## src/rtl/simd_fp_params.svh

```systemverilog
// Constants for the SIMD floating-point control and status unit
`ifndef SIMD_FP_PARAMS_SVH
`define SIMD_FP_PARAMS_SVH
`define PRESENT_BIT 28
`define ENABLE_BIT 27
`define CSR_FLUSH_BIT 24
`define CSR_IMPL_HI 22
`define CSR_IMPL_LO 21
`define CSR_NONTRAP_BIT 18
`define CSR_CAUSE_HI 17
`define CSR_CAUSE_LO 12
`define CSR_ENABLE_HI 11
`define CSR_ENABLE_LO 7
`define CSR_FLAG_HI 6
`define CSR_FLAG_LO 2
`define CSR_RM_HI 1
`define CSR_RM_LO 0
`define CSR_WRITE_MASK 32'h0167ffff
`define CSR_RESET 32'h00000000
`define EXC_SIMD_DISABLED 5'h15
`define EXC_SIMD_FP 5'h0e
`define SNAN_COND_BITS 6
`endif

```

## src/rtl/simd_fp_pkg.sv

```systemverilog
// Types for the SIMD floating-point control and status unit
package simd_fp_pkg;
  typedef enum logic [1:0] {
    rm_nearest,
    rm_zero,
    rm_plus_inf,
    rm_minus_inf
  } round_mode_e;
  // Condition vector order: {unimpl, invalid, divzero, overflow, underflow, inexact}
  typedef logic [5:0] cond_t;
  typedef enum logic [1:0] {
    st_idle,
    st_commit
  } commit_state_e;
endpackage
```

## src/rtl/fp_cond_if.sv

```systemverilog
// Condition report carried from the result classifier to the register logic
`timescale 1ns/1ns
interface fp_cond_if;
  logic valid;
  simd_fp_pkg::cond_t cond;
  modport src (output valid, output cond);
  modport dst (input valid, input cond);
endinterface

```

## src/rtl/fp_cond_classify.sv

```systemverilog
// Turns raw element conditions into the conditions that the status register records
`timescale 1ns/1ns
`include "simd_fp_params.svh"
module fp_cond_classify (
  input wire logic clk,                    // Core clock
  input wire logic rst_n,                  // Async reset, active low
  input wire logic op_valid,               // Operation result ready
  input wire logic raw_unimpl,             // Operation not implemented
  input wire logic raw_invalid,            // No usefully definable result
  input wire logic raw_divzero,            // Exact infinity from finite operands
  input wire logic raw_overflow,           // Rounded result beyond largest finite
  input wire logic raw_tiny,               // Tiny non-zero result
  input wire logic raw_inexact,            // Rounded result differs from exact
  input wire logic raw_sub_in,             // A subnormal input was seen
  input wire logic is_compare,             // Operation is a comparison
  input wire logic flush,                  // Flush-to-zero mode
  input wire logic underflow_en,           // Underflow enable
  fp_cond_if.src out                       // Classified conditions
);
  logic inexact_eff;
  logic underflow_eff;
  always_comb begin
    inexact_eff = raw_inexact | raw_overflow;
    underflow_eff = 1'b0;
    if (raw_tiny) begin
      if (flush) begin
        underflow_eff = 1'b1;
        inexact_eff = 1'b1;
      end else if (underflow_en) begin
        underflow_eff = 1'b1;
      end else begin
        underflow_eff = raw_inexact;
      end
    end
    if (flush && raw_sub_in && !is_compare) begin
      inexact_eff = 1'b1;
    end
  end
  always_ff @(posedge clk or negedge rst_n) begin
    if (!rst_n) begin
      out.valid <= 1'b0;
      out.cond <= 6'h00;
    end else begin
      out.valid <= op_valid;
      out.cond <= {raw_unimpl, raw_invalid, raw_divzero, raw_overflow,
        underflow_eff, inexact_eff};
    end
  end
endmodule

```

## src/rtl/simd_fp_ctrl_status_unit.sv

```systemverilog
// Control and status logic for the SIMD floating-point unit
`timescale 1ns/1ns
`include "simd_fp_params.svh"
module simd_fp_ctrl_status_unit (
  input wire logic clk,                    // Core clock, 250 MHz
  input wire logic rst_n,                  // Async reset, active low
  input wire logic cfg3_rd,                // Read third config register
  output logic [31:0] cfg3_rdata,          // Third config register read data
  input wire logic cfg5_wr,                // Write fifth config register
  input wire logic [31:0] cfg5_wdata,      // Fifth config register write data
  output logic [31:0] cfg5_rdata,          // Fifth config register read data
  input wire logic coproc1_usable_bit,     // Coprocessor-1 usable from status register
  input wire logic simd_issue,             // SIMD instruction or vector access issued
  output logic simd_accept,                // Issued instruction may execute
  input wire logic csr_rd,                 // Copy-from-control request
  output logic [31:0] csr_rdata,           // Control/status read data
  input wire logic csr_wr,                 // Copy-to-control request
  input wire logic [31:0] csr_wdata,       // Control/status write data
  input wire logic op_valid,               // Element result with conditions ready
  input wire logic raw_unimpl,             // Unimplemented operation
  input wire logic raw_invalid,            // Invalid operation
  input wire logic raw_divzero,            // Divide by zero
  input wire logic raw_overflow,           // Overflow
  input wire logic raw_tiny,               // Tiny non-zero result
  input wire logic raw_inexact,            // Inexact
  input wire logic raw_sub_in,             // Subnormal input seen
  input wire logic is_compare,             // Operation is a comparison
  input wire logic [1:0] round_mode,       // Current rounding mode
  output logic flush_to_zero,              // Flush-to-zero mode in force
  output logic non_trapping,               // Non-trapping mode in force
  output logic [5:0] default_sel,          // Untrapped conditions that need default results
  output logic [5:0] snan_code,            // Low bits of signaling NaN for faulting element
  output logic snan_write,                 // Element gets signaling NaN
  output logic exc_valid,                  // Exception raised
  output logic [4:0] exception_code_field  // Exception code for cause register
);
  logic [31:0] csr;
  logic simd_enable_bit;
  logic [1:0] rm_q;
  fp_cond_if cond_bus ();
  simd_fp_pkg::cond_t enabled_mask;
  simd_fp_pkg::cond_t trap_hit;
  logic trap;
  logic [31:0] next_csr;

  // ------------------------------------------------------------
  // Condition classification
  // ------------------------------------------------------------
  fp_cond_classify classify (
    .clk(clk),
    .rst_n(rst_n),
    .op_valid(op_valid),
    .raw_unimpl(raw_unimpl),
    .raw_invalid(raw_invalid),
    .raw_divzero(raw_divzero),
    .raw_overflow(raw_overflow),
    .raw_tiny(raw_tiny),
    .raw_inexact(raw_inexact),
    .raw_sub_in(raw_sub_in),
    .is_compare(is_compare),
    .flush(csr[`CSR_FLUSH_BIT]),
    .underflow_en(csr[`CSR_ENABLE_LO + 1]),
    .out(cond_bus)
  );

  // Unimplemented is always enabled; no enable bit exists for it
  assign enabled_mask = {1'b1, csr[`CSR_ENABLE_HI:`CSR_ENABLE_LO]};
  assign trap_hit = cond_bus.cond & enabled_mask;
  assign trap = cond_bus.valid && (trap_hit != 6'h00);

  // ------------------------------------------------------------
  // Configuration bits
  // ------------------------------------------------------------
  always_ff @(posedge clk or negedge rst_n) begin
    if (!rst_n) begin
      simd_enable_bit <= 1'b0;
    end else if (cfg5_wr) begin
      simd_enable_bit <= cfg5_wdata[`ENABLE_BIT];
    end
  end

  always_ff @(posedge clk or negedge rst_n) begin
    if (!rst_n) begin
      cfg3_rdata <= 32'h00000000;
    end else if (cfg3_rd) begin
      cfg3_rdata <= 32'h00000000 | (32'h00000001 << `PRESENT_BIT);
    end
  end

  always_ff @(posedge clk or negedge rst_n) begin
    if (!rst_n) begin
      cfg5_rdata <= 32'h00000000;
    end else begin
      cfg5_rdata <= {4'h0, simd_enable_bit, 27'h0000000};
    end
  end

  // ------------------------------------------------------------
  // Issue gating
  // ------------------------------------------------------------
  always_ff @(posedge clk or negedge rst_n) begin
    if (!rst_n) begin
      simd_accept <= 1'b0;
    end else begin
      simd_accept <= simd_issue && simd_enable_bit && coproc1_usable_bit;
    end
  end

  // ------------------------------------------------------------
  // Control/status register, standalone from the scalar one
  // ------------------------------------------------------------
  always_comb begin
    next_csr = csr;
    if (csr_wr) begin
      next_csr = csr_wdata & `CSR_WRITE_MASK;
    end
    if (cond_bus.valid) begin
      if (!csr[`CSR_NONTRAP_BIT]) begin
        // Cause reflects the latest operation, set wins over a same-cycle write
        next_csr[`CSR_CAUSE_HI:`CSR_CAUSE_LO] = cond_bus.cond;
      end
      if (!trap) begin
        next_csr[`CSR_FLAG_HI:`CSR_FLAG_LO] = next_csr[`CSR_FLAG_HI:`CSR_FLAG_LO] |
          (cond_bus.cond[4:0] & ~csr[`CSR_ENABLE_HI:`CSR_ENABLE_LO]);
      end
    end
  end

  always_ff @(posedge clk or negedge rst_n) begin
    if (!rst_n) begin
      csr <= `CSR_RESET;
    end else begin
      csr <= next_csr;
    end
  end

  always_ff @(posedge clk or negedge rst_n) begin
    if (!rst_n) begin
      csr_rdata <= 32'h00000000;
    end else if (csr_rd) begin
      csr_rdata <= csr;
    end
  end

  always_ff @(posedge clk or negedge rst_n) begin
    if (!rst_n) begin
      flush_to_zero <= 1'b0;
      non_trapping <= 1'b0;
      rm_q <= 2'h0;
    end else begin
      flush_to_zero <= next_csr[`CSR_FLUSH_BIT];
      non_trapping <= next_csr[`CSR_NONTRAP_BIT];
      rm_q <= next_csr[`CSR_RM_HI:`CSR_RM_LO];
    end
  end

  // ------------------------------------------------------------
  // Result selection and exceptions
  // ------------------------------------------------------------
  always_ff @(posedge clk or negedge rst_n) begin
    if (!rst_n) begin
      default_sel <= 6'h00;
      snan_code <= 6'h00;
      snan_write <= 1'b0;
    end else begin
      // Untrapped conditions get quiet NaN, signed infinity or rounded value
      default_sel <= cond_bus.valid ? (cond_bus.cond & ~enabled_mask) : 6'h00;
      snan_write <= trap && csr[`CSR_NONTRAP_BIT];
      snan_code <= (trap && csr[`CSR_NONTRAP_BIT]) ? cond_bus.cond : 6'h00;
    end
  end

  always_ff @(posedge clk or negedge rst_n) begin
    if (!rst_n) begin
      exc_valid <= 1'b0;
      exception_code_field <= 5'h00;
    end else begin
      exc_valid <= 1'b0;
      exception_code_field <= 5'h00;
      if (simd_issue && !simd_enable_bit) begin
        exc_valid <= 1'b1;
        exception_code_field <= `EXC_SIMD_DISABLED;
      end else if (trap && !csr[`CSR_NONTRAP_BIT]) begin
        exc_valid <= 1'b1;
        exception_code_field <= `EXC_SIMD_FP;
      end
    end
  end

  // Rounding mode is tracked from the register in rm_q but not exported; the round_mode port is unused
  logic unused_rm;
  assign unused_rm = ^{round_mode, rm_q};
endmodule

```

## config.mk

```make
export PLATFORM = sky130hd
export DESIGN_NAME = simd_fp_ctrl_status_unit
export DESIGN_NICKNAME = d
export VERILOG_FILES = /design/src/rtl/simd_fp_pkg.sv /design/src/rtl/fp_cond_if.sv /design/src/rtl/fp_cond_classify.sv /design/src/rtl/simd_fp_ctrl_status_unit.sv
export VERILOG_INCLUDE_DIRS = /design/src /design/src/rtl
export SDC_FILE = /design/constraint.sdc
export NUM_CORES = 1
export LEC_CHECK = 0
export ABC_AREA = 1
export BUFFER_PORTS_ARGS = -buffer_cell sky130_fd_sc_hd__buf_4
export CORE_MARGIN = 10
export CORE_UTILIZATION = 39
export DETAILED_ROUTE_END_ITERATION = 16
export PLACE_DENSITY_LB_ADDON = 0.25
export SETUP_SLACK_MARGIN = 0.5
export SYNTH_ARGS = -nofsm -noshare
export SYNTH_HDL_FRONTEND = slang
export SYNTH_SLANG_ARGS = --single-unit
export TNS_END_PERCENT = 100
```

## constraint.sdc

```tcl
create_clock -name clk -period 1 [get_ports clk]
set_input_delay 0.1 -clock clk [delete_from_list [all_inputs] [get_ports clk]]
set_output_delay 0.1 -clock clk [all_outputs]
set_load 0.05 [all_outputs]
```

; Word-level counts from Yosys, hierarchy flattened
; Cells that the tools add are included.
[totals]
ff_bits = 76
elab_cells = 52
out_inout_bits = 118
[classes]
n_mux = 17
bitwise = 7
n_reduce_logical = 12
[ops]
columns = operator, count
row1 = $mux 25, 1
row2 = $mux 6, 4
row3 = $mux 5, 3
row4 = $and 6x6->6, 2
row5 = $logic_and 1x1->1, 8
row6 = $mux 1, 8
row7 = $not 6->6, 1
row8 = $reduce_bool 6->1, 1
row9 = $and 5x5->5, 1
row10 = $not 5->5, 1
row11 = $or 5x5->5, 1
row12 = $mux 4, 1
row13 = $logic_not 1->1, 3
row14 = $or 1x1->1, 1

; Logic depth before layout (Yosys ltp)
; Gate-level depths: netlist (run 1).
[logic_depth]
depth_word = 6
depth_mapped = 6
depth_no_buf = 6

; Cells and area by module
; A second synthesis (run 1) with hierarchy kept.
[unflattened]
cells_unflattened = 309
hier_area_um2 = 3213.1
[by_module_without_submodules]
columns = mod, seq_area_each_um2, cells_per_inst, area_each_um2, instances
row1 = simd_fp_ctrl_status_unit, 1576.5, 293, 3000.4, 1
row2 = fp_cond_classify, 175.2, 16, 212.7, 1

; Worst setup path after synthesis (run 1)
; No wires, ideal clock.
[synth_path]
path_kind = register to register
start = register csr[18]
end = register csr[13]
t_arrival_ns = 1.109
path_stages_with_launch = 6
path_buffers = 1
required_time_ns = 0.918
setup_ns = 0.082
period_less_slack_ns = 1.192
setup_slack_ns = -0.192
cell_sequence = dfrtp_1 > inv_2 > nand2_2 > buf_4 > o21ai_1 > o22ai_1
[synth_between]
elab_chain_len = 2
[synth_lines]
columns = element, line
row1 = start: declaration, simd_fp_ctrl_status_unit.sv:37  ; logic [31:0] csr;
row2 = start signal: assignment, simd_fp_ctrl_status_unit.sv:131  ; csr <= `CSR_RESET;
row3 = start signal: assignment, simd_fp_ctrl_status_unit.sv:133  ; csr <= next_csr;
row4 = $mux 6, simd_fp_ctrl_status_unit.sv:118  ; if (!csr[`CSR_NONTRAP_BIT]) begin
row5 = $mux 6, simd_fp_ctrl_status_unit.sv:117  ; if (cond_bus.valid) begin
row6 = named net next_csr[13], simd_fp_ctrl_status_unit.sv:44  ; logic [31:0] next_csr;
; The timed path passes the listed nets, and every way through them passes these cells.
; A chain may end at the register's enable or synchronous reset.

==> results of run 1 <==
## cell families (layout without fill, tap and decap cells)
| group | count (synthesis) | count (layout) | synth area share (%) |
|---|---|---|---|
| buffers and inverters | 109 | 166 | 22.3 |
| multiplexers | 18 | 18 | 6.17 |
| other | 1 | 73 | 0.118 |
| AO/OA/AOI/OAI | 33 | 33 | 5.54 |
| flip-flops | 70 | 70 | 55.1 |
| AND/OR/NAND/NOR | 75 | 76 | 10.8 |
## repair_timing
item,CTS,global route
resized for setup,120,41
endpoints found under the setup margin,110,110
buffers inserted,17,9
gates cloned,1,0
endpoints found under the hold margin,97,94
pin swaps,13,13
## layer usage
layer	GRT usage [%]	vias up	routed length, um
met5	0	-	0
met4	5.14	0	132
met3	5.63	12	776
met2	20.7	111	4040
met1	15.3	1045	3330
li1	-	1083	-
## power by group through the flow
stage	Combinational (W)	Clock, W	Sequential [W]
6_report	0.00302	0.00229	0.00337
5_1_grt	0.00316	0.00250	0.00341
4_1_cts	0.00284	0.00237	0.00336
3_5_place_dp	0.00239	0	0.00336
3_3_place_gp	0.00237	0	0.00335
2_1_floorplan	0.00133	0	0.00400
## cell type report
type | instances | share of cell area (%)
multi-input combinational | 200 | 26.9
clock buffer | 10 | 2.85
tap | 102 | 2.64
inverter | 26 | 2.80
sequential | 70 | 37.4
timing repair buffer | 124 | 26.1
clock inverter | 6 | 1.27
## flip-flops by register name, summed over array words and instances, names as in the netlist
name,flops
cfg3_rdata,1
exception_code_field,3
classify.out.cond,6
snan_write,1
classify.out.valid,1
csr,22
snan_code,6
cfg5_rdata,1
simd_enable_bit,1
csr_rdata,22
default_sel,5
simd_accept,1
## stage by stage
stage	utilization, %	worst slack [ps]	area [um2]
floorplan	-	-56.2	3580
detailed placement	48.5	16.8	3810
global placement	48.5	31.2	3810
global route	61.5	-151	4830
CTS	58.4	-122	4580
finish	61.5	-108	4830
## cell usage in the layout (no fill, tap or decap), types with 3 or more instances in the layout
cell,instances
clkbuf_8,10
dfrtp_2,43
nand2_2,5
o21ai_1,3
nand3_2,6
conb_1,73
clkinv_2,3
buf_12,3
inv_4,5
inv_1,8
buf_8,7
mux2_4,12
nor2_1,17
nand2_4,4
mux2i_1,5
nand2_1,27
inv_2,9
a21oi_2,8
dfrtp_1,27
dlygate4sd3_1,3
buf_4,49
o21ai_2,12
buf_6,62
nor2_2,7
nor3_4,5
o22ai_1,5
## worst paths after layout
path / start / to / cells past startpoint
worst max-delay path: csr[18]$_DFFE_PN0P_ / non_trapping / 2
worst min-delay path: rst_n / csr_rdata[3]$_DFFE_PN0P_ / 2
worst max register to register: csr[18]$_DFFE_PN0P_ / csr[13]$_DFF_PN0_ / 6
worst min register to register: simd_enable_bit$_DFFE_PN0P_ / cfg5_rdata[27]$_DFF_PN0_ / 0
max in group asynchronous: rst_n / csr_rdata[0]$_DFFE_PN0P_ / 2
min in group clk: raw_unimpl / classify.out.cond[5]$_DFF_PN0_ / 1
==> flow_summary.json, run 1 <==
{
  "outcome": "complete, but fails checks",
  "violations": "negative hold slack, negative setup slack",
  "antenna_left": 0,
  "ys_seq_area_share_pct": 55.1,
  "diodes": 0,
  "regArea_mm2": 0.00181,
  "fin_skew_ps": 8.16,
  "p_total_w": 0.00868,
  "r2r_setup_slack_ps": -100,
  "dp_hpwl_um": 5760,
  "cts_htree_levels": 3,
  "p_seq_share_pct": 38.9,
  "critPathMaxFanout": 2,
  "multi_input_area_mm2": 0.00130,
  "pin_count": 201,
  "vias_per_cell": 4.18,
  "dr.first_iter.drc_count": 36,
  "grt_pass1_vias": 2491,
  "finalWirelength_um": 8270,
  "netlist_instances": 306,
  "whs_ps": -257,
  "max_freq_ghz": 0.902,
  "finalSetupTns_ps": -1250,
  "worst_path_max_delay_cell": "dfrtp_2",
  "hold_violations": 91,
  "worstHoldPathType": "primary input to asynchronous set/reset pin",
  "yosys_most_used_dff": "dfrtp_1",
  "ir_worst_vdd_uv": 775,
  "core_area_mm2": 0.00785,
  "endpoint_kind": "output port",
  "drtPass1Iterations": 4,
  "grt_pass1_wl_um": 12200,
  "p_per_area_mw_per_mm2": 1800,
  "drive_above_1_share_pct": 61.0,
  "tritoncts": "built",
  "yosysUniqueCellTypes": 22,
  "startpoint_type": "flop",
  "cp.required_ps": 900,
  "cts_buffers": 9,
  "antenna_found_initial": 0,
  "rsz0062_at_grt": "true",
  "die_h_um": 110,
  "synth.cell_area_mm2": 0.00318,
  "synth-seq-cells": 70,
  "dp.cells": 492,
  "yosysTopAreaCell": "dfrtp_1",
  "clockBufferDepth": 2,
  "post-route-worst-setup-slack_ps": -108,
  "synth_edf_count": 0,
  "setup_viol": 48,
  "slew_violations": 0,
  "netSwitchingFraction_pct": 37.4,
  "final.min_clock_period_ps": 1110,
  "place_congestion": 0.774,
  "leakagePower_nw": 2.37,
  "crit_path_cell_trace": "buf_6 > buf_8",
  "intPower_w": 0.00543,
  "cts_sinks": 70,
  "synth.avg_cell_area_um2": 10.4,
  "grt_max_degree": 71,
  "portBuffers": 84,
  "track_usage_pct": 13.1,
  "critPathBufInv": 2,
  "overflow": 0,
  "clk_pin_slew_worst_paths_ps": 80,
  "num-fill-cells": 650,
  "final_cells": 538,
  "nNetsFinal": 514,
  "synth.top_cell.area_share_pct": 55.1,
  "start_util_pct": 40.5,
  "clk_latency_ps": 340,
  "crit_arrival_ps": 1010,
  "switching_power_w": 0.00325,
  "yosysWarnings": 0,
  "cp_top_family": "flip-flops",
  "area_delta_synth_final_pct": 51.7,
  "die_x_um": 110,
  "synthTopCellsByCount": "79 x buf_4, 70 x dfrtp_1, 34 x nand2_1, 25 x nor2_1, 20 x inv_1",
  "path_class": "flop to output port",
  "netlist_top_cells_area": "dfrtp_1 55%, buf_4 19%, mux2_1 4.2%",
  "ctsRootBufferMaster": "clkbuf_8",
  "drc": 0,
  "power.share.clock_pct": 26.4,
  "routedWlPerCell_um": 15.4,
  "fp-row-count": 32,
  "pwr-share-comb_pct": 34.7,
  "yosysMostFrequentCell": "buf_4",
  "via_count": 2251,
  "maxCapViolCount": 0,
  "period_share_pct": 111,
  "max_stage_delay_ps": 410,
  "die_area_mm2": 0.0122,
  "async_flop_share_pct": 100
}
(Power assumes the default switching activity.)
==> inputs of run 2 (changes only) <==
Settings changed: SYNTH_HIERARCHICAL set to 1.
==> flow_summary.json, run 2 <==
{
  "slew_violations": 0,
  "switching_power_w": 0.00307,
  "overflow": 0,
  "busiest_layer": "met2",
  "path_class": "flop to output port",
  "yosysWarnings": 6,
  "synth.avg_cell_area_um2": 10.4,
  "worst_path_max_delay_cell": "dfrtp_2",
  "crit_arrival_ps": 930,
  "netSwitchingFraction_pct": 36.3,
  "post_dp_cell_area_mm2": 0.00382,
  "critPathMaxFanout": 4,
  "yosysTopAreaCell": "dfrtp_1",
  "max_freq_ghz": 0.967,
  "whs_ps": -234,
  "cts_sinks": 70,
  "drtPass1Iterations": 4,
  "cp.depth": 1,
  "gr-usage-met3_pct": 5.25,
  "max_stage_delay_ps": 440,
  "p_seq_share_pct": 39.8,
  "leakagePower_nw": 2.22,
  "synth-simple-area-share_pct": 11.5,
  "clk_pin_slew_worst_paths_ps": 80,
  "start_util_pct": 39.5,
  "synthMuxAreaShare_pct": 6.11,
  "netlist_top_cells_area": "dfrtp_1 55%, buf_4 18%, nand2_1 3.7%",
  "clk_latency_ps": 330,
  "cts_buffers": 9,
  "post-route-worst-setup-slack_ps": -34.3,
  "grt_pass1_wl_um": 12500,
  "startpoint_type": "flop",
  "synth_edf_count": 0,
  "hold_violations": 89,
  "rsz0062_at_grt": "true",
  "yosysMostFrequentCell": "buf_4",
  "nNetsFinal": 497,
  "ctsRootBufferMaster": "clkbuf_8",
  "area_delta_synth_final_pct": 40.8,
  "grt_max_degree": 71,
  "power.share.clock_pct": 28.0,
  "reg2reg_depth": 6,
  "violations": "negative hold slack, negative setup slack",
  "final.min_clock_period_ps": 1030,
  "synth-seq-cells": 70,
  "routedWlPerCell_um": 14.8,
  "track_usage_pct": 12.5,
  "netlist_instances": 309,
  "die_x_um": 111,
  "die_h_um": 111,
  "finalSetupTns_ps": -192,
  "drive_above_1_share_pct": 56.6,
  "cts_htree_levels": 3,
  "portBuffers": 84,
  "drc": 0,
  "fin_skew_ps": 10.2,
  "dr.first_iter.drc_count": 63,
  "diodes": 0,
  "synth.top_cell.area_share_pct": 54.5,
  "cp_top_family": "flip-flops",
  "use_met2_pct": 19.4,
  "ir_worst_vdd_uv": 755,
  "pwr-share-comb_pct": 32.2,
  "synth.cell_area_mm2": 0.00321,
  "pin_count": 201,
  "fp-row-count": 33,
  "postLayoutCellArea_mm2": 0.00452,
  "clockBufferDepth": 2,
  "maxCapViolCount": 0,
  "final_common_cell": "conb_1",
  "place_congestion": 0.769,
  "yosysUniqueCellTypes": 22,
  "grt.met1_usage_pct": 15.0,
  "tritoncts": "built",
  "async_flop_share_pct": 100,
  "synth_top_family_by_area": "buffers and inverters",
  "synthTopCellsByCount": "79 x buf_4, 70 x dfrtp_1, 32 x nand2_1, 26 x inv_1, 25 x nor2_1",
  "layout_common_cells": "73 x conb_1, 52 x buf_6, 47 x buf_4, 43 x dfrtp_2, 28 x nand2_1",
  "core_area_mm2": 0.00813,
  "outcome": "complete, but fails checks",
  "synth_xor_area_share_pct": 0,
  "num-fill-cells": 741,
  "antenna_found_initial": 0,
  "endpoint_kind": "output port",
  "via_count": 2158,
  "critPathBufInv": 1,
  "yosys_most_used_dff": "dfrtp_1",
  "cp.required_ps": 900,
  "period_share_pct": 103,
  "antenna_left": 0,
  "intPower_w": 0.00537,
  "synth_compound_area_share_pct": 5.22,
  "fin_util_pct": 55.6,
  "worstHoldPathType": "primary input to asynchronous set/reset pin",
  "synth_adder_area_share_pct": 0,
  "dp_hpwl_um": 5730,
  "ys_seq_area_share_pct": 54.5,
  "grt_pass1_vias": 2464,
  "finalWirelength_um": 7740,
  "crit_path_cell_trace": "buf_6",
  "die_area_mm2": 0.0123,
  "vias_per_cell": 4.12,
  "largestRegisters": "csr x22, csr_rdata x22",
  "setup_viol": 20,
  "p_per_area_mw_per_mm2": 1860
}
run 2: changes by cell type after synthesis, moves of 2 or more:
cell / delta
mux2_2: +6
o21ai_1: -5
inv_2: -4
nand2_1: -2
mux2_1: -6
inv_1: +6
o21ai_0: +5
nand3_1: +2
run 2: final timing paths:
path | startpoint | to | slack (ps)
min in group clk | raw_divzero | classify/out.cond[3]$_DFF_PN0_ | -130
worst min register to register | simd_enable_bit$_DFFE_PN0P_ | cfg5_rdata[27]$_DFF_PN0_ | 440
worst max register to register | csr[11]$_DFFE_PN0P_ | snan_code[1]$_DFF_PN0_ | -10
worst max-delay path | csr[18]$_DFFE_PN0P_ | non_trapping | -30
worst min-delay path | rst_n | csr_rdata[3]$_DFFE_PN0P_ | -230
max in group asynchronous | rst_n | snan_code[4]$_DFF_PN0_ | 920
run 2: logic make-up (layout without fill, tap and decap cells):
kind of cell / count (synthesis) / count (layout)
other cells: 1 / 73
mux: 18 / 18
simple gates: 77 / 77
buf+inv: 111 / 149
flops: 70 / 70
compound gates: 32 / 32
run 2: metal layers:
metal / vias up / wire, um / part of all wire [%]
met4: 0 / 106 / 1.4
met1: 1014 / 3340 / 43
met5: - / 0 / 0
met3: 10 / 554 / 7.2
met2: 95 / 3740 / 48
li1: 1039 / - / -
run 2: cell type report:
| type | count | area, um2 | share of cell area [%] |
|---|---|---|---|
| tap | 105 | 131 | 2.90 |
| clock inverter | 3 | 42.5 | 0.940 |
| timing repair buffer | 105 | 1040 | 23.0 |
| clock buffer | 13 | 169 | 3.73 |
| sequential | 70 | 1810 | 39.9 |
| inverter | 28 | 123 | 2.71 |
| multi-input combinational | 200 | 1210 | 26.9 |
run 2: through the flow:
step	power (W)	setup slack (ps)	hold slack [ps]	std cells
finish	0.00844	-34.3	-234	524
global route	0.00883	-79.1	-219	524
global placement	0.00570	-50.4	140	498
CTS	0.00842	-53.7	-226	517
floorplan	0.00531	-61.8	-196	381
detailed placement	0.00573	-71.4	147	498
run 2: what timing repair did:
action,4_1_cts,5_1_grt
gates resized for setup,100,26
hold endpoints to repair,96,91
setup endpoints to repair,110,110
buffers inserted,3,7
pin swaps,9,9
run 2: power groups by stage:
stage,clock network [W],logic [W],registers (W)
finish,0.00236,0.00272,0.00335
global route,0.00256,0.00286,0.00340
CTS,0.00243,0.00264,0.00335
detailed placement,0,0.00237,0.00336
global placement,0,0.00236,0.00334
floorplan,0,0.00131,0.00400
